## src/inc/frtoc_pkg.sv

```systemverilog
package frtoc_pkg;
   // ==========================================================
   // register map (byte addresses, one aligned word each)
   // ==========================================================
   localparam logic [5:0] ADDR_CTRL_ONE = 6'h00; // timer_control_one
   localparam logic [5:0] ADDR_CTRL_TWO = 6'h04; // timer_control_two
   localparam logic [5:0] ADDR_STATUS = 6'h08; // timer_status_flags
   localparam logic [5:0] ADDR_CMP1_HI = 6'h0c;
   localparam logic [5:0] ADDR_CMP1_LO = 6'h10;
   localparam logic [5:0] ADDR_CMP2_HI = 6'h14;
   localparam logic [5:0] ADDR_CMP2_LO = 6'h18;
   localparam logic [5:0] ADDR_CNT_HI = 6'h1c;
   localparam logic [5:0] ADDR_CNT_LO = 6'h20;
   localparam logic [5:0] ADDR_SHD_HI = 6'h24;
   localparam logic [5:0] ADDR_SHD_LO = 6'h28;
   localparam logic [5:0] ADDR_MODE = 6'h2c; // bit0: external clock select

   // ==========================================================
   // field positions
   // ==========================================================
   localparam int C1_COMPARE_IRQ_ENABLE = 6;
   localparam int C1_OVERFLOW_IRQ_ENABLE = 5;
   localparam int C1_FOLV2 = 4;
   localparam int C1_FOLV1 = 3;
   localparam int C1_OLVL2 = 2;
   localparam int C1_OLVL1 = 0;
   localparam int C2_OC1E = 7;
   localparam int C2_OC2E = 6;
   localparam int C2_CC_LO = 2;
   localparam int C2_CC_HI = 3;
   localparam int ST_OCF1 = 6;
   localparam int ST_TOF = 5;
   localparam int ST_OCF2 = 3;
   localparam int MODE_EXT = 0;

   // ==========================================================
   // values
   // ==========================================================
   localparam logic [15:0] CNT_RELOAD = 16'hfffc;
   localparam logic [15:0] CNT_TOP = 16'hffff;
   localparam logic [15:0] CMP_RESET = 16'h8000;
   localparam logic [15:0] CMP_LATE = 16'h0001; // late-match offset for slow clocks
   localparam logic [1:0] CC_DIV4 = 2'h0;
   localparam logic [1:0] CC_DIV2 = 2'h1;
   localparam logic [1:0] CC_DIV8 = 2'h2;
   localparam logic [2:0] PSC_LAST2 = 3'h1;
   localparam logic [2:0] PSC_LAST4 = 3'h3;
   localparam logic [2:0] PSC_LAST8 = 3'h7;
   localparam logic [1:0] RESP_OKAY = 2'h0;
   localparam logic [1:0] RESP_SLVERR = 2'h2;
endpackage : frtoc_pkg

```

## src/rtl/frtoc_timer.sv

```systemverilog
// The register addresses and the AXI4-Lite register port were decided locally.
`timescale 1ns/1ps
module frtoc_timer (
   input wire logic mclk,
   input wire logic srst,
   input wire logic halt_mode,
   input wire logic ext_timer_clk,
   output logic [1:0] compare_output_pin,
   output logic [1:0] compare_output_pin_oe,
   output logic timer_irq,
   input wire logic s_axi_awvalid,
   output logic s_axi_awready,
   input wire logic [5:0] s_axi_awaddr,
   input wire logic s_axi_wvalid,
   output logic s_axi_wready,
   input wire logic [31:0] s_axi_wdata,
   input wire logic [3:0] s_axi_wstrb,
   output logic s_axi_bvalid,
   input wire logic s_axi_bready,
   output logic [1:0] s_axi_bresp,
   input wire logic s_axi_arvalid,
   output logic s_axi_arready,
   input wire logic [5:0] s_axi_araddr,
   output logic s_axi_rvalid,
   input wire logic s_axi_rready,
   output logic [31:0] s_axi_rdata,
   output logic [1:0] s_axi_rresp
);
   // ==========================================================
   // state
   // ==========================================================
   typedef struct packed {
      logic [7:0] ctrl_one;
      logic [7:0] ctrl_two;
      logic ext_sel;
      logic [15:0] cnt;
      logic [2:0] psc;
      logic [15:0] cmp1;
      logic [15:0] cmp0;
      logic [1:0] inhibit;
      logic overflow_flag;
      logic [1:0] compare_match_flag;
      logic arm_tof;
      logic [1:0] arm_ocf;
      logic [7:0] buf_main;
      logic pend_main;
      logic [7:0] buf_shd;
      logic pend_shd;
      logic [1:0] pin;
      logic [2:0] sync;
      logic ext_lvl;
      logic aw_full;
      logic [5:0] aw_addr;
      logic w_full;
      logic [7:0] wdata;
      logic w_lane0;
      logic bvalid;
      logic [1:0] bresp;
      logic rvalid;
      logic [7:0] rdata;
      logic [1:0] rresp;
   } frtoc_state_s;

   frtoc_state_s st_q;
   frtoc_state_s st_d;

   // true for any address the map decodes; used by read and write paths
   function automatic logic frtoc_mapped(input logic [5:0] a);
      frtoc_mapped = (a[1:0] == 2'h0) && (a <= frtoc_pkg::ADDR_MODE);
   endfunction : frtoc_mapped

   // ==========================================================
   // outputs
   // ==========================================================
   assign s_axi_awready = !st_q.aw_full && !st_q.bvalid;
   assign s_axi_wready = !st_q.w_full && !st_q.bvalid;
   assign s_axi_arready = !st_q.rvalid;
   assign s_axi_bvalid = st_q.bvalid;
   assign s_axi_bresp = st_q.bresp;
   assign s_axi_rvalid = st_q.rvalid;
   assign s_axi_rdata = {24'h000000, st_q.rdata};
   assign s_axi_rresp = st_q.rresp;
   assign compare_output_pin = st_q.pin;
   // pin released to general i/o when its enable is clear
   assign compare_output_pin_oe = {st_q.ctrl_two[frtoc_pkg::C2_OC2E],
                                   st_q.ctrl_two[frtoc_pkg::C2_OC1E]};
   // single request line; pending until software clears the flag
   assign timer_irq = (st_q.overflow_flag && st_q.ctrl_one[frtoc_pkg::C1_OVERFLOW_IRQ_ENABLE])
                    || ((|st_q.compare_match_flag)
                        && st_q.ctrl_one[frtoc_pkg::C1_COMPARE_IRQ_ENABLE]);

   // ==========================================================
   // next state
   // ==========================================================
   always_comb begin
      logic tick;
      logic [2:0] psc_last;
      logic psc_ok;
      logic [15:0] cnt_inc;
      logic [15:0] target;
      logic [15:0] cmp_v;
      logic [1:0] level;
      logic [1:0] force_on;
      logic [1:0] pin_en;
      logic [1:0] ocf_set;
      logic tof_set;
      logic aw_go;
      logic w_go;
      logic wr_go;
      logic rd_go;
      logic [5:0] ra;
      logic [5:0] wa;
      logic [7:0] wd;
      tick = 1'b0;
      psc_last = frtoc_pkg::PSC_LAST4;
      psc_ok = 1'b1;
      cnt_inc = st_q.cnt + 16'h0001;
      target = 16'h0000;
      cmp_v = 16'h0000;
      level = {st_q.ctrl_one[frtoc_pkg::C1_OLVL2], st_q.ctrl_one[frtoc_pkg::C1_OLVL1]};
      force_on = {st_q.ctrl_one[frtoc_pkg::C1_FOLV2], st_q.ctrl_one[frtoc_pkg::C1_FOLV1]};
      pin_en = compare_output_pin_oe;
      ocf_set = 2'h0;
      tof_set = 1'b0;
      aw_go = s_axi_awvalid && s_axi_awready;
      w_go = s_axi_wvalid && s_axi_wready;
      wr_go = st_q.aw_full && st_q.w_full && !st_q.bvalid;
      rd_go = s_axi_arvalid && s_axi_arready;
      ra = s_axi_araddr;
      wa = st_q.aw_addr;
      wd = st_q.wdata;
      st_d = st_q;

      // external clock: three stages, a change counts when stages two and three agree
      st_d.sync = {st_q.sync[1:0], ext_timer_clk};
      if ((st_q.sync[1] == st_q.sync[2]) && (st_q.sync[2] != st_q.ext_lvl)) begin
         st_d.ext_lvl = st_q.sync[2];
      end

      // prescaler select; the reserved code holds the counter still on the internal clock
      unique case (st_q.ctrl_two[frtoc_pkg::C2_CC_HI:frtoc_pkg::C2_CC_LO])
         frtoc_pkg::CC_DIV4: psc_last = frtoc_pkg::PSC_LAST4;
         frtoc_pkg::CC_DIV2: psc_last = frtoc_pkg::PSC_LAST2;
         frtoc_pkg::CC_DIV8: psc_last = frtoc_pkg::PSC_LAST8;
         default: psc_ok = 1'b0;
      endcase

      // timer tick; halt freezes prescaler and count, wait is not seen here
      if (!halt_mode) begin
         if (st_q.ext_sel) begin
            tick = (st_q.sync[1] == st_q.sync[2]) && st_q.sync[2] && !st_q.ext_lvl;
         end else if (psc_ok) begin
            if (st_q.psc >= psc_last) begin
               st_d.psc = 3'h0;
               tick = 1'b1;
            end else begin
               st_d.psc = st_q.psc + 3'h1;
            end
         end
      end

      // free-running count and wrap detection
      if (tick) begin
         st_d.cnt = cnt_inc;
         tof_set = (st_q.cnt == frtoc_pkg::CNT_TOP);
      end

      // compare channels, checked against the new count on every tick while the channel's inhibit bit is clear
      for (int i = 0; i < 2; i++) begin
         cmp_v = (i == 0) ? st_q.cmp0 : st_q.cmp1;
         // divide-by-2 matches at equality, slower clocks one count later
         if (!st_q.ext_sel
             && st_q.ctrl_two[frtoc_pkg::C2_CC_HI:frtoc_pkg::C2_CC_LO] == frtoc_pkg::CC_DIV2) begin
            target = cmp_v;
         end else begin
            target = cmp_v + frtoc_pkg::CMP_LATE;
         end
         if (tick && !st_q.inhibit[i] && cnt_inc == target) begin
            ocf_set[i] = 1'b1;
            if (pin_en[i]) begin
               st_d.pin[i] = level[i];
            end
         end
         // forcing drives the level only, leaves the flag alone
         if (force_on[i] && pin_en[i]) begin
            st_d.pin[i] = level[i];
         end
      end

      // ==========================================================
      // bus write channel
      // ==========================================================
      if (aw_go) begin
         st_d.aw_full = 1'b1;
         st_d.aw_addr = s_axi_awaddr;
      end
      if (w_go) begin
         st_d.w_full = 1'b1;
         st_d.wdata = s_axi_wdata[7:0];
         st_d.w_lane0 = s_axi_wstrb[0];
      end
      if (wr_go) begin
         st_d.aw_full = 1'b0;
         st_d.w_full = 1'b0;
         st_d.bvalid = 1'b1;
         st_d.bresp = frtoc_mapped(wa) ? frtoc_pkg::RESP_OKAY : frtoc_pkg::RESP_SLVERR;
         // an access with lane 0 off changes nothing
         if (st_q.w_lane0) begin
            unique case (wa)
               frtoc_pkg::ADDR_CTRL_ONE: st_d.ctrl_one = wd & 8'h7d;
               frtoc_pkg::ADDR_CTRL_TWO: st_d.ctrl_two = wd & 8'hcc;
               frtoc_pkg::ADDR_MODE: st_d.ext_sel = wd[frtoc_pkg::MODE_EXT];
               frtoc_pkg::ADDR_CMP1_HI: begin
                  st_d.cmp0[15:8] = wd;
                  st_d.inhibit[0] = 1'b1;
               end
               frtoc_pkg::ADDR_CMP2_HI: begin
                  st_d.cmp1[15:8] = wd;
                  st_d.inhibit[1] = 1'b1;
               end
               frtoc_pkg::ADDR_CMP1_LO: begin
                  st_d.cmp0[7:0] = wd;
                  st_d.inhibit[0] = 1'b0;
               end
               frtoc_pkg::ADDR_CMP2_LO: begin
                  st_d.cmp1[7:0] = wd;
                  st_d.inhibit[1] = 1'b0;
               end
               frtoc_pkg::ADDR_CNT_LO, frtoc_pkg::ADDR_SHD_LO: begin
                  st_d.cnt = frtoc_pkg::CNT_RELOAD;
                  st_d.psc = 3'h0;
               end
               default: ;
            endcase
         end
         // writing the low byte also serves as the second clearing step
         if (st_q.w_lane0 && wa == frtoc_pkg::ADDR_CNT_LO && st_q.arm_tof) begin
            st_d.overflow_flag = 1'b0;
            st_d.arm_tof = 1'b0;
         end
         if (st_q.w_lane0 && wa == frtoc_pkg::ADDR_CMP1_LO && st_q.arm_ocf[0]) begin
            st_d.compare_match_flag[0] = 1'b0;
            st_d.arm_ocf[0] = 1'b0;
         end
         if (st_q.w_lane0 && wa == frtoc_pkg::ADDR_CMP2_LO && st_q.arm_ocf[1]) begin
            st_d.compare_match_flag[1] = 1'b0;
            st_d.arm_ocf[1] = 1'b0;
         end
      end
      if (st_q.bvalid && s_axi_bready) begin
         st_d.bvalid = 1'b0;
      end

      // ==========================================================
      // bus read channel; side effects happen when the address is taken
      // ==========================================================
      if (st_q.rvalid && s_axi_rready) begin
         st_d.rvalid = 1'b0;
      end
      if (rd_go) begin
         st_d.rvalid = 1'b1;
         st_d.rresp = frtoc_mapped(ra) ? frtoc_pkg::RESP_OKAY : frtoc_pkg::RESP_SLVERR;
         st_d.rdata = 8'h00;
         unique case (ra)
            frtoc_pkg::ADDR_CTRL_ONE: st_d.rdata = st_q.ctrl_one;
            frtoc_pkg::ADDR_CTRL_TWO: st_d.rdata = st_q.ctrl_two;
            frtoc_pkg::ADDR_MODE: st_d.rdata = {7'h00, st_q.ext_sel};
            frtoc_pkg::ADDR_STATUS: begin
               st_d.rdata[frtoc_pkg::ST_OCF1] = st_q.compare_match_flag[0];
               st_d.rdata[frtoc_pkg::ST_TOF] = st_q.overflow_flag;
               st_d.rdata[frtoc_pkg::ST_OCF2] = st_q.compare_match_flag[1];
               // first clearing step: arm only the flags seen set
               st_d.arm_tof = st_q.arm_tof || st_q.overflow_flag;
               st_d.arm_ocf = st_q.arm_ocf | st_q.compare_match_flag;
            end
            frtoc_pkg::ADDR_CMP1_HI: st_d.rdata = st_q.cmp0[15:8];
            frtoc_pkg::ADDR_CMP2_HI: st_d.rdata = st_q.cmp1[15:8];
            frtoc_pkg::ADDR_CMP1_LO: begin
               st_d.rdata = st_q.cmp0[7:0];
               if (st_q.arm_ocf[0]) begin
                  st_d.compare_match_flag[0] = 1'b0;
                  st_d.arm_ocf[0] = 1'b0;
               end
            end
            frtoc_pkg::ADDR_CMP2_LO: begin
               st_d.rdata = st_q.cmp1[7:0];
               if (st_q.arm_ocf[1]) begin
                  st_d.compare_match_flag[1] = 1'b0;
                  st_d.arm_ocf[1] = 1'b0;
               end
            end
            // high read freezes the low byte; repeat reads keep the first copy
            frtoc_pkg::ADDR_CNT_HI: begin
               st_d.rdata = st_q.cnt[15:8];
               if (!st_q.pend_main) begin
                  st_d.buf_main = st_q.cnt[7:0];
                  st_d.pend_main = 1'b1;
               end
            end
            frtoc_pkg::ADDR_SHD_HI: begin
               st_d.rdata = st_q.cnt[15:8];
               if (!st_q.pend_shd) begin
                  st_d.buf_shd = st_q.cnt[7:0];
                  st_d.pend_shd = 1'b1;
               end
            end
            frtoc_pkg::ADDR_CNT_LO: begin
               st_d.rdata = st_q.pend_main ? st_q.buf_main : st_q.cnt[7:0];
               st_d.pend_main = 1'b0;
               if (st_q.arm_tof) begin
                  st_d.overflow_flag = 1'b0;
                  st_d.arm_tof = 1'b0;
               end
            end
            // the shadow low byte never touches the overflow flag
            frtoc_pkg::ADDR_SHD_LO: begin
               st_d.rdata = st_q.pend_shd ? st_q.buf_shd : st_q.cnt[7:0];
               st_d.pend_shd = 1'b0;
            end
            default: ;
         endcase
      end

      // hardware sets come last so a set beats a clear in the same cycle
      if (tof_set) begin
         st_d.overflow_flag = 1'b1;
      end
      st_d.compare_match_flag = st_d.compare_match_flag | ocf_set;
   end

   // ==========================================================
   // registers
   // ==========================================================
   always_ff @(posedge mclk) begin
      if (srst) begin
         st_q <= '0;
         st_q.cnt <= frtoc_pkg::CNT_RELOAD;
         st_q.cmp0 <= frtoc_pkg::CMP_RESET;
         st_q.cmp1 <= frtoc_pkg::CMP_RESET;
         st_q.pin <= 2'h0;
      end else begin
         st_q <= st_d;
      end
   end
endmodule : frtoc_timer

```

## config.mk

```make
export PLATFORM = sky130hd
export DESIGN_NAME = frtoc_timer
export DESIGN_NICKNAME = d
export VERILOG_FILES = /design/src/inc/frtoc_pkg.sv /design/src/rtl/frtoc_timer.sv
export SDC_FILE = /design/constraint.sdc
export NUM_CORES = 1
export LEC_CHECK = 0
export BUFFER_PORTS_ARGS = -buffer_cell sky130_fd_sc_hd__buf_4
export CORE_ASPECT_RATIO = 2
export CORE_MARGIN = 1.5
export CORE_UTILIZATION = 40
export CTS_CLUSTER_DIAMETER = 80
export DETAILED_ROUTE_END_ITERATION = 12
export PLACE_DENSITY = 0.55
export SLEW_MARGIN = 20
export SYNTH_ARGS = -nofsm -noshare
export SYNTH_HDL_FRONTEND = slang
export SYNTH_SLANG_ARGS = --single-unit
export TNS_END_PERCENT = 1
```

## constraint.sdc

```tcl
create_clock -name mclk -period 8.6 [get_ports mclk]
set_input_delay 0.43 -clock mclk [delete_from_list [all_inputs] [get_ports mclk]]
set_output_delay 0.43 -clock mclk [all_outputs]
set_load 0.005 [all_outputs]
```

==> run summary, run 1 <==
status -> complete, but fails checks
violated checks -> DRC
initial DRC count -> 403
Final Cycle Share -> 0.430
PortBufs -> 49
Starting Density -> 0.405
required time of the critical path -> 8.96 ns
post-synth top area share -> 0.335
GR Overflow Total -> 0
layout net count -> 954
worst-margin pin slew -> 1.01 ns
Hold Crit Depth -> 2
Avg Cell Area, Syn -> 8.38 sq um
H-tree depth -> 4
leading area contributor after synthesis -> dfxtp_1
postcts setup bufs -> 0
Flop pwr share -> 0.414
CTS tree -> done
global-route wire length before repair -> 35500 microns
Hold WS -> 0.176 ns
initial antenna violation count -> 0
CTS clk-pin slew, worst paths -> 0.06 ns
Die W -> 98.9 microns
critical path type -> reg2reg
Max Freq -> 0.271 GHz
unrepaired setup endpoints after global routing -> false
HP Class -> in2reg
Comb pwr share -> 0.054
Post-DP Area -> 7630 sq um
final setup violating endpoints -> 0
YS warnings -> 0
Routed WL -> 23200 microns
later-pin clock latency in the skew report -> 0.43 ns
Synth Register Bits -> 123
DIE HEIGHT -> 195 microns
Synth cell types -> 74
gpl congestion -> 0.986
vias in the first global route -> 6162
Final Hold Fails -> 0
hold_buf cts -> 0
max-capacitance violation count -> 0
Buf+Inv Stages, Crit Path -> 0
clock period minus worst slack -> 3.69 ns
ys async rst share -> 0
final instance area -> 8240 sq um
Peak VDD IR -> 0.127 mV
crit path cell chain -> ha_1 -> nand4_1 -> nor2_1 -> xor3_1 -> mux2_1 -> o22a_1 -> or3b_1 -> o41ai_2 -> mux2i_1
cts repair resizes -> 0
Final Max Slew Viols -> 0
total CTS buffers -> 17
detailed-route DRC error count -> 3
wire per inst -> 20.7 microns
share of layout cells above drive strength 1 -> 0.118
commonest non-fill, non-tap cell in the layout -> dfxtp_1
Critical Path Start Type -> flip-flop
Rel. slew slack -> 0.324
Layout Utilization -> 0.455
post-DR vias/cell -> 5.65
main area contributors after synthesis -> dfxtp_1 (34%), mux2i_1 (11%), nor2_1 (5.3%)
setup TNS -> 0 ns
cell-internal power -> 1.10 mW
sw power -> 0.331 mW
Ports -> 103
number of antenna diodes -> 0
FF-to-FF path depth -> 9
Clk pwr share -> 0.531
leakage power -> 3.15 nW
Core Region -> 18100 sq um
worst path arrival time -> 4.05 ns
crit end category -> flip-flop
Tot GR Track Use -> 0.248
most frequent cells in the layout -> dfxtp_1 (123), nor2_1 (103), nand2_1 (85)
Post-synth EDFFs -> 0
largest net degree at the start of global routing -> 58
Crit. path cell count -> 9
Rows -> 70
DP HPWL -> 17700 microns
number of fill cells in the layout -> 1835
Post-Synthesis Cells -> 877
Top FF cell, synth -> dfxtp_1
PwrDens -> 174 nW/um^2
sequential fraction of the synthesis area -> 0.335
delay-heaviest family, CP -> simple AND/OR/NAND/NOR gates
CTS Sinks -> 123
vias -> 6320
Clock Skews -> 0.00808 ns
CTS max path bufs -> 2
area grow syn2layout -> 12.2%
Slowest-stage cell, CP -> dfxtp_1
Die ar. -> 19200 sq um
Antenna Violating Nets Remaining -> 0
Sw Ratio -> 0.231
First-pass DRT Iterations -> 11
Slowest Stage Delay on Critical Path -> 0.74 ns
CP max FO -> 10
CTS root buffer -> clkbuf_16
synthesized area -> 7350 sq um
## state kept, by name (all words and copies together), names as in the netlist
register,cells
st_d,2
compare_output_pin,2
s_axi_rdata,8
st_q,105
s_axi_bresp,1
s_axi_rresp,1
s_axi_bvalid,1
s_axi_rvalid,1
compare_output_pin_oe,2
## path summary, 6_finish.rpt
| check | slack [ns] | start | end |
|---|---|---|---|
| setup / recovery | 4.91 | st_q[98]$_SDFF_PP0_ | compare_output_pin[0]$_SDFFE_PP0P_ |
| hold / removal | 0.18 | s_axi_rready | s_axi_rvalid$_SDFFE_PP0P_ |
| setup reg to reg | 4.91 | st_q[98]$_SDFF_PP0_ | compare_output_pin[0]$_SDFFE_PP0P_ |
| hold reg to reg | 0.44 | st_d[33]$_SDFF_PP0_ | st_d[34]$_SDFF_PP0_ |
## synth_stat cells (all sizes together) (16+ instances only)
cell / count
dfxtp: 123
nand3: 39
mux2i: 79
buf: 57
clkbuf: 32
nor3: 21
nand4: 16
nand2: 85
a21oi: 55
o21ai: 26
xnor2: 42
xor2: 26
nor2: 103
## per-stage QoR
stage | setup WS (ns) | instances | total power, mW
3_3_place_gp | 4.98 | 1087 | 0.684
6_report | 4.91 | 1118 | 1.43
5_1_grt | 4.78 | 1118 | 1.48
4_1_cts | 4.95 | 1118 | 1.45
2_1_floorplan | 5.78 | 902 | 0.659
3_5_place_dp | 4.95 | 1087 | 0.684
## metal layers
layer,vias to the layer above,share of wire,global-route usage
li1,3065,-,-
met1,2956,0.36,0.247
met2,216,0.52,0.442
met3,83,0.030,0.0381
met4,0,0.086,0.205
met5,-,0,0
## power groups by stage
stage / sequential, mW / combinational, mW / clock [mW]
3_5_place_dp: 0.606 / 0.0783 / 0
3_3_place_gp: 0.606 / 0.0780 / 0
6_report: 0.593 / 0.0780 / 0.762
4_1_cts: 0.594 / 0.0786 / 0.777
5_1_grt: 0.595 / 0.0875 / 0.796
2_1_floorplan: 0.599 / 0.0592 / 0
## area by class of cell
type / count / area (sq um) / area share
multi-input combinational: 679 / 4420 / 0.536
sequential: 123 / 2460 / 0.299
clock buffer: 20 / 447 / 0.0542
timing repair buffer: 58 / 435 / 0.0528
tap: 216 / 270 / 0.0328
clock inverter: 11 / 169 / 0.0205
inverter: 11 / 41.3 / 0.00501
## logic make-up (layout without fill, tap and decap cells)
logic type	Yosys count	in the layout	share of synthesized area
other	1	26	0.000510
AO/OA/AOI/OAI	148	148	0.129
adder cells (fa/ha/maj)	7	7	0.0119
buffers and inverters	100	100	0.0775
flip-flops	123	123	0.335
XOR/XNOR	73	73	0.0967
AND/OR/NAND/NOR	344	344	0.239
multiplexers	81	81	0.111
## worst reg2reg max path, delay by kind of cell (launching register included)
| family | cells | cell delay (ns) |
|---|---|---|
| AND/OR/NAND/NOR | 3 | 0.91 |
| multiplexers | 2 | 0.55 |
| AO/OA/AOI/OAI | 2 | 0.59 |
| XOR/XNOR | 1 | 0.33 |
| adder cells (fa/ha/maj) | 1 | 0.49 |
| flip-flops | 1 | 0.74 |
Note: power is estimated with default switching activity, not from simulation.
==> inputs of run 2 (changes only) <==
- clock period: 8.6 -> 3.8 ns (I/O delays scaled with it)
==> run summary, run 2 (synthesized netlist as in run 1, its figures left out) <==
crit end category -> flip-flop
layout net count -> 985 (+3.2%)
clock period minus worst slack -> 3.32 ns (-0.370 ns)
sw power -> 0.791 mW (+140%)
WL met2 -> 12400 microns (+2.4%)
GR Overflow Total -> 0 (unchanged)
later-pin clock latency in the skew report -> 0.44 ns (about the same)
Hold WS -> 0.00458 ns (-0.172 ns)
worst-margin pin slew -> 0.863 ns (-0.143 ns)
M1 WL -> 8430 microns (+0.33%)
share of layout cells above drive strength 1 -> 0.136 (+0.0185)
Post-DP Area -> 7770 sq um (+1.9%)
Reg with most FFs -> st_q
gpl congestion -> 0.971 (-1.5%)
Slowest Stage Delay on Critical Path -> 0.48 ns (-0.26 ns)
wire per inst -> 21.0 microns (+1.1%)
Starting Density -> 0.405 (unchanged)
Core Region -> 18100 sq um (unchanged)
Final Max Slew Viols -> 0 (unchanged)
Die W -> 98.9 microns (unchanged)
max-capacitance violation count -> 0 (unchanged)
First-pass DRT Iterations -> 10 (-1)
Sw Ratio -> 0.246 (+0.0148)
global-route wire length before repair -> 36500 microns (+2.9%)
violated checks -> DRC
Final WS setup -> 0.476 ns (-4.43 ns)
crit path cell chain -> ha_1 -> xnor3_2 -> xnor2_1 -> or3_1 -> a2111o_1 -> nor4_2 -> nand4_1 -> o41a_1 -> mux2i_1
max reg flops -> 105 (unchanged)
PwrDens -> 379 nW/um^2 (+120%)
Peak VDD IR -> 0.313 mV (+150%)
detailed-route DRC error count -> 3 (unchanged)
CP max FO -> 8 (-2)
worst path arrival time -> 3.66 ns (-0.39 ns)
total CTS buffers -> 17 (unchanged)
commonest non-fill, non-tap cell in the layout -> dfxtp_1
CTS tree -> done
Rel. slew slack -> 0.419 (+0.0952)
CTS clk-pin slew, worst paths -> 0.06 ns (about the same)
vias in the first global route -> 6370 (+3.4%)
H-tree depth -> 4 (unchanged)
pre-CTS setup slack -> 0.570 ns (-4.38 ns)
post-DR vias/cell -> 5.69 (+0.68%)
Final Cycle Share -> 0.875 (+0.445)
DR top layer -> met4
Ports -> 103 (unchanged)
Rows -> 70 (unchanged)
largest net degree at the start of global routing -> 82 (+41%)
vias -> 6545 (+3.6%)
Placed Cells -> 1106 (+1.7%)
area grow syn2layout -> 15.5%
Die ar. -> 19200 sq um (unchanged)
postcts setup bufs -> 0 (unchanged)
Layout Utilization -> 0.468 (+0.0136)
hold_buf cts -> 12 (+12)
final instance area -> 8490 sq um (+3.0%)
cell-internal power -> 2.42 mW (+120%)
Final Hold Fails -> 0 (unchanged)
met3 WL -> 1010 microns (+44%)
status -> complete, but fails checks
number of antenna diodes -> 0 (unchanged)
initial antenna violation count -> 0 (unchanged)
CTS root buffer -> clkbuf_16
Critical Path Start Type -> flip-flop
Max Freq -> 0.301 GHz (+11%)
Total Power -> 3.22 mW (+120%)
unrepaired setup endpoints after global routing -> false
Non-Filler Instances -> 1150 (+2.9%)
initial DRC count -> 355 (-12%)
leakage power -> 3.28 nW (+4.0%)
final setup violating endpoints -> 0 (unchanged)
cts repair resizes -> 0 (unchanged)
HP Class -> in2reg
CTS max path bufs -> 2 (unchanged)
PortBufs -> 49 (unchanged)
Clock Skews -> 0.00927 ns (+0.00120 ns)
critical path type -> reg2reg
Tot GR Track Use -> 0.256 (+0.00805)
CTS Sinks -> 123 (unchanged)
setup TNS -> 0 ns (unchanged)
DP HPWL -> 18300 microns (+3.5%)
Flop pwr share -> 0.418 (+0.004)
Clk pwr share -> 0.523 (-0.008)
DIE HEIGHT -> 195 microns (unchanged)
Routed WL -> 24100 microns (+4.0%)
required time of the critical path -> 4.13 ns (-4.83 ns)
most frequent cells in the layout -> dfxtp_1 (123), nor2_1 (103), nand2_1 (85)
Antenna Violating Nets Remaining -> 0 (unchanged)
Slowest-stage cell, CP -> dfxtp_1
Comb pwr share -> 0.059 (+0.005)
==> run 2: worst paths after layout <==
check,from,end,slack [ns],cells after the start
worst min register to register,st_d[33]$_SDFF_PP0_,st_d[34]$_SDFF_PP0_,0.44,1
worst max-delay path,st_q[99]$_SDFF_PP0_,compare_output_pin[1]$_SDFFE_PP0P_,0.48,9
worst max register to register,st_q[99]$_SDFF_PP0_,compare_output_pin[1]$_SDFFE_PP0P_,0.48,9
worst min-delay path,s_axi_wdata[3],st_q[18]$_SDFFE_PP0P_,0.005,3
==> run 2: per-layer routing <==
metal / vias up / track usage
met5: - / 0
met2: 231 / 0.450
li1: 3134 / -
met4: 0 / 0.222
met3: 92 / 0.0565
met1: 3088 / 0.246
==> run 2: layout make-up <==
| class | instances | area [sq um] |
|---|---|---|
| fill | 1782 | 9640 |
| multi-input combinational | 679 | 4420 |
| sequential | 123 | 2460 |
| timing repair buffer | 89 | 698 |
| clock buffer | 18 | 429 |
| tap | 216 | 270 |
| clock inverter | 14 | 170 |
| inverter | 11 | 41.3 |
==> run 2: critical path: cells and delay by family, from the launching register on <==
kind,cells,cell delay (ns)
AOI/OAI and AO/OA,2,0.91
xor gates and xnor gates,2,0.47
adders and majority gates,1,0.41
DFF,1,0.48
muxes,1,0.12
and+or+nand+nor,3,0.82
==> run 2: power groups by stage <==
stage	sequential [mW]	clock, mW	combinational [mW]
after global routing	1.35	1.76	0.212
after floorplan	1.36	0	0.134
final	1.34	1.68	0.191
after detailed placement	1.37	0	0.182
after global placement	1.37	0	0.180
after CTS	1.34	1.71	0.193
==> inputs of run 3 (changes only) <==
- CORE_ASPECT_RATIO: 2 -> unset
==> run summary, run 3 (synthesized netlist as in run 1, its figures left out) <==
layout net count -> 974 (-1.1%)
Antenna Violating Nets Remaining -> 0 (unchanged)
FF-to-FF path depth -> 9 (unchanged)
initial DRC count -> 442 (+25%)
Rows -> 49 (-30%)
wire per inst -> 19.0 microns (-9.5%)
Hold Crit Depth -> 3 (unchanged)
postcts setup bufs -> 0 (unchanged)
initial antenna violation count -> 0 (unchanged)
Total Power -> 3.19 mW (-0.63%)
worst r2r src -> st_q[99]$_SDFF_PP0_
H-tree depth -> 4 (unchanged)
crit end category -> flip-flop
max reg flops -> 105 (unchanged)
commonest non-fill, non-tap cell in the layout -> dfxtp_1
CTS tree -> done
Reg with most FFs -> st_q
later-pin clock latency in the skew report -> 0.42 ns (-0.02 ns)
CTS clk-pin slew, worst paths -> 0.06 ns (about the same)
largest net degree at the start of global routing -> 88 (+7.3%)
WHS Endpoint -> st_q[21]$_SDFFE_PP0P_
total CTS buffers -> 17 (unchanged)
Flop pwr share -> 0.419 (about the same)
post-DR vias/cell -> 5.54 (-2.7%)
final setup violating endpoints -> 0 (unchanged)
vias in the first global route -> 5869 (-7.9%)
detailed-route DRC error count -> 0 (-3)
Clk pwr share -> 0.521 (-0.002)
status -> complete, no violations
Rel. slew slack -> 0.281 (-0.138)
Sw Ratio -> 0.236 (-0.0101)
critical path type -> reg2reg
cell-internal power -> 2.44 mW (+0.71%)
GR Overflow Total -> 0 (unchanged)
CTS Sinks -> 123 (unchanged)
Critical Path Start Type -> flip-flop
sw power -> 0.754 mW (-4.7%)
Tot GR Track Use -> 0.230 (-0.0261)
Peak VDD IR -> 0.374 mV (+19%)
Starting Density -> 0.409 (+0.00376)
area grow syn2layout -> 14.5%
First-pass DRT Iterations -> 5 (-5)
most frequent cells in the layout -> dfxtp_1 (123), nor2_1 (103), nand2_1 (85)
CP max FO -> 8 (unchanged)
leakage power -> 3.23 nW (-1.4%)
Hold Startpoint -> s_axi_wdata[6]
Clock Skews -> 0.00836 ns (-0.000916 ns)
clock period minus worst slack -> 3.20 ns (-0.124 ns)
CTS max path bufs -> 2 (unchanged)
Max Freq -> 0.312 GHz (+3.9%)
setup TNS -> 0 ns (unchanged)
Die W -> 139 microns (+40%)
Comb pwr share -> 0.059 (about the same)
reg2reg end -> compare_output_pin[0]$_SDFFE_PP0P_
PortBufs -> 49 (unchanged)
Placed Cells -> 1107 (+0.090%)
Non-Filler Instances -> 1151 (+0.087%)
vias -> 6374 (-2.6%)
CTS root buffer -> clkbuf_16
Final Max Slew Viols -> 0 (unchanged)
Die ar. -> 19200 sq um (-0.26%)
Final Hold Fails -> 0 (unchanged)
DIE HEIGHT -> 139 microns (-29%)
Core Region -> 18000 sq um (-0.92%)
reg2reg setup slack -> 0.60 ns (+0.12 ns)
worst-margin pin slew -> 1.07 ns (+0.210 ns)
pre-CTS setup slack -> 0.671 ns (+0.101 ns)
Final Cycle Share -> 0.842 (-0.0326)
max-capacitance violation count -> 0 (unchanged)
HP Class -> in2reg
Hold WS -> 0.0192 ns (+0.0146 ns)
unrepaired setup endpoints after global routing -> false
worst path arrival time -> 3.55 ns (-0.11 ns)
global-route wire length before repair -> 33900 microns (-7.4%)
number of antenna diodes -> 0 (unchanged)
PwrDens -> 380 nW/um^2 (+0.23%)
DP HPWL -> 16000 microns (-13%)
required time of the critical path -> 4.15 ns (+0.02 ns)
Final WS setup -> 0.600 ns (+0.124 ns)
share of layout cells above drive strength 1 -> 0.121 (-0.0145)
Routed WL -> 21900 microns (-9.4%)
Ports -> 103 (unchanged)
gpl congestion -> 0.909 (-6.4%)
-- run 3: worst max path at each step --
| stage | startpoint | endpoint | slack, ns |
|---|---|---|---|
| after floorplan | st_q[99]$_SDFF_PP0_ | compare_output_pin[0]$_SDFFE_PP0P_ | 0.98 |
| after global placement | st_q[99]$_SDFF_PP0_ | compare_output_pin[0]$_SDFFE_PP0P_ | 0.69 |
| after detailed placement | st_q[99]$_SDFF_PP0_ | compare_output_pin[0]$_SDFFE_PP0P_ | 0.67 |
| after CTS | st_q[99]$_SDFF_PP0_ | compare_output_pin[0]$_SDFFE_PP0P_ | 0.63 |
| after global routing | st_q[99]$_SDFF_PP0_ | compare_output_pin[0]$_SDFFE_PP0P_ | 0.35 |
| final | st_q[99]$_SDFF_PP0_ | compare_output_pin[0]$_SDFFE_PP0P_ | 0.60 |
-- run 3: timing repair --
action	4_1_cts	5_1_grt
gates resized for setup	0	0
hold endpoints to repair	13	0
hold buffers	13	0
-- run 3: cell type report --
class                      instances  area, sq um
clock buffer                      21          450
clock inverter                    10          140
fill                            1809         9550
inverter                          11         41.3
multi-input combinational        679         4420
sequential                       123         2460
tap                              229          287
timing repair buffer              78          618
-- run 3: metrics by stage --
step           utilization  instance area (sq um)
2_1_floorplan            -                   7440
3_3_place_gp         0.428                   7700
3_5_place_dp         0.428                   7700
4_1_cts              0.469                   8420
5_1_grt              0.469                   8420
6_report             0.469                   8420
-- run 3: power groups by stage --
stage | clock network, mW | registers [mW] | logic [mW]
5_1_grt | 1.75 | 1.34 | 0.211
3_3_place_gp | 0 | 1.37 | 0.178
6_report | 1.67 | 1.34 | 0.190
4_1_cts | 1.69 | 1.34 | 0.190
3_5_place_dp | 0 | 1.37 | 0.179
2_1_floorplan | 0 | 1.36 | 0.134
-- run 3: routing by layer --
| metal | share of wire | vias up | global-route usage |
|---|---|---|---|
| li1 | - | 3124 | - |
| met1 | 0.45 | 2961 | 0.311 |
| met2 | 0.45 | 250 | 0.353 |
| met3 | 0.069 | 39 | 0.0504 |
| met4 | 0.031 | 0 | 0.101 |
| met5 | 0 | - | 0 |
-- run 3: worst max-delay path, cell delays in order (launching register included) --
cell and delay, ns:
dfxtp_1 0.49, ha_1 0.39, and4_1 0.36, nand2_1 0.14, xor2_1 0.44, nand2_1 0.11
o22a_1 0.24, or3b_1 0.38, o41ai_2 0.35, mux2i_1 0.23
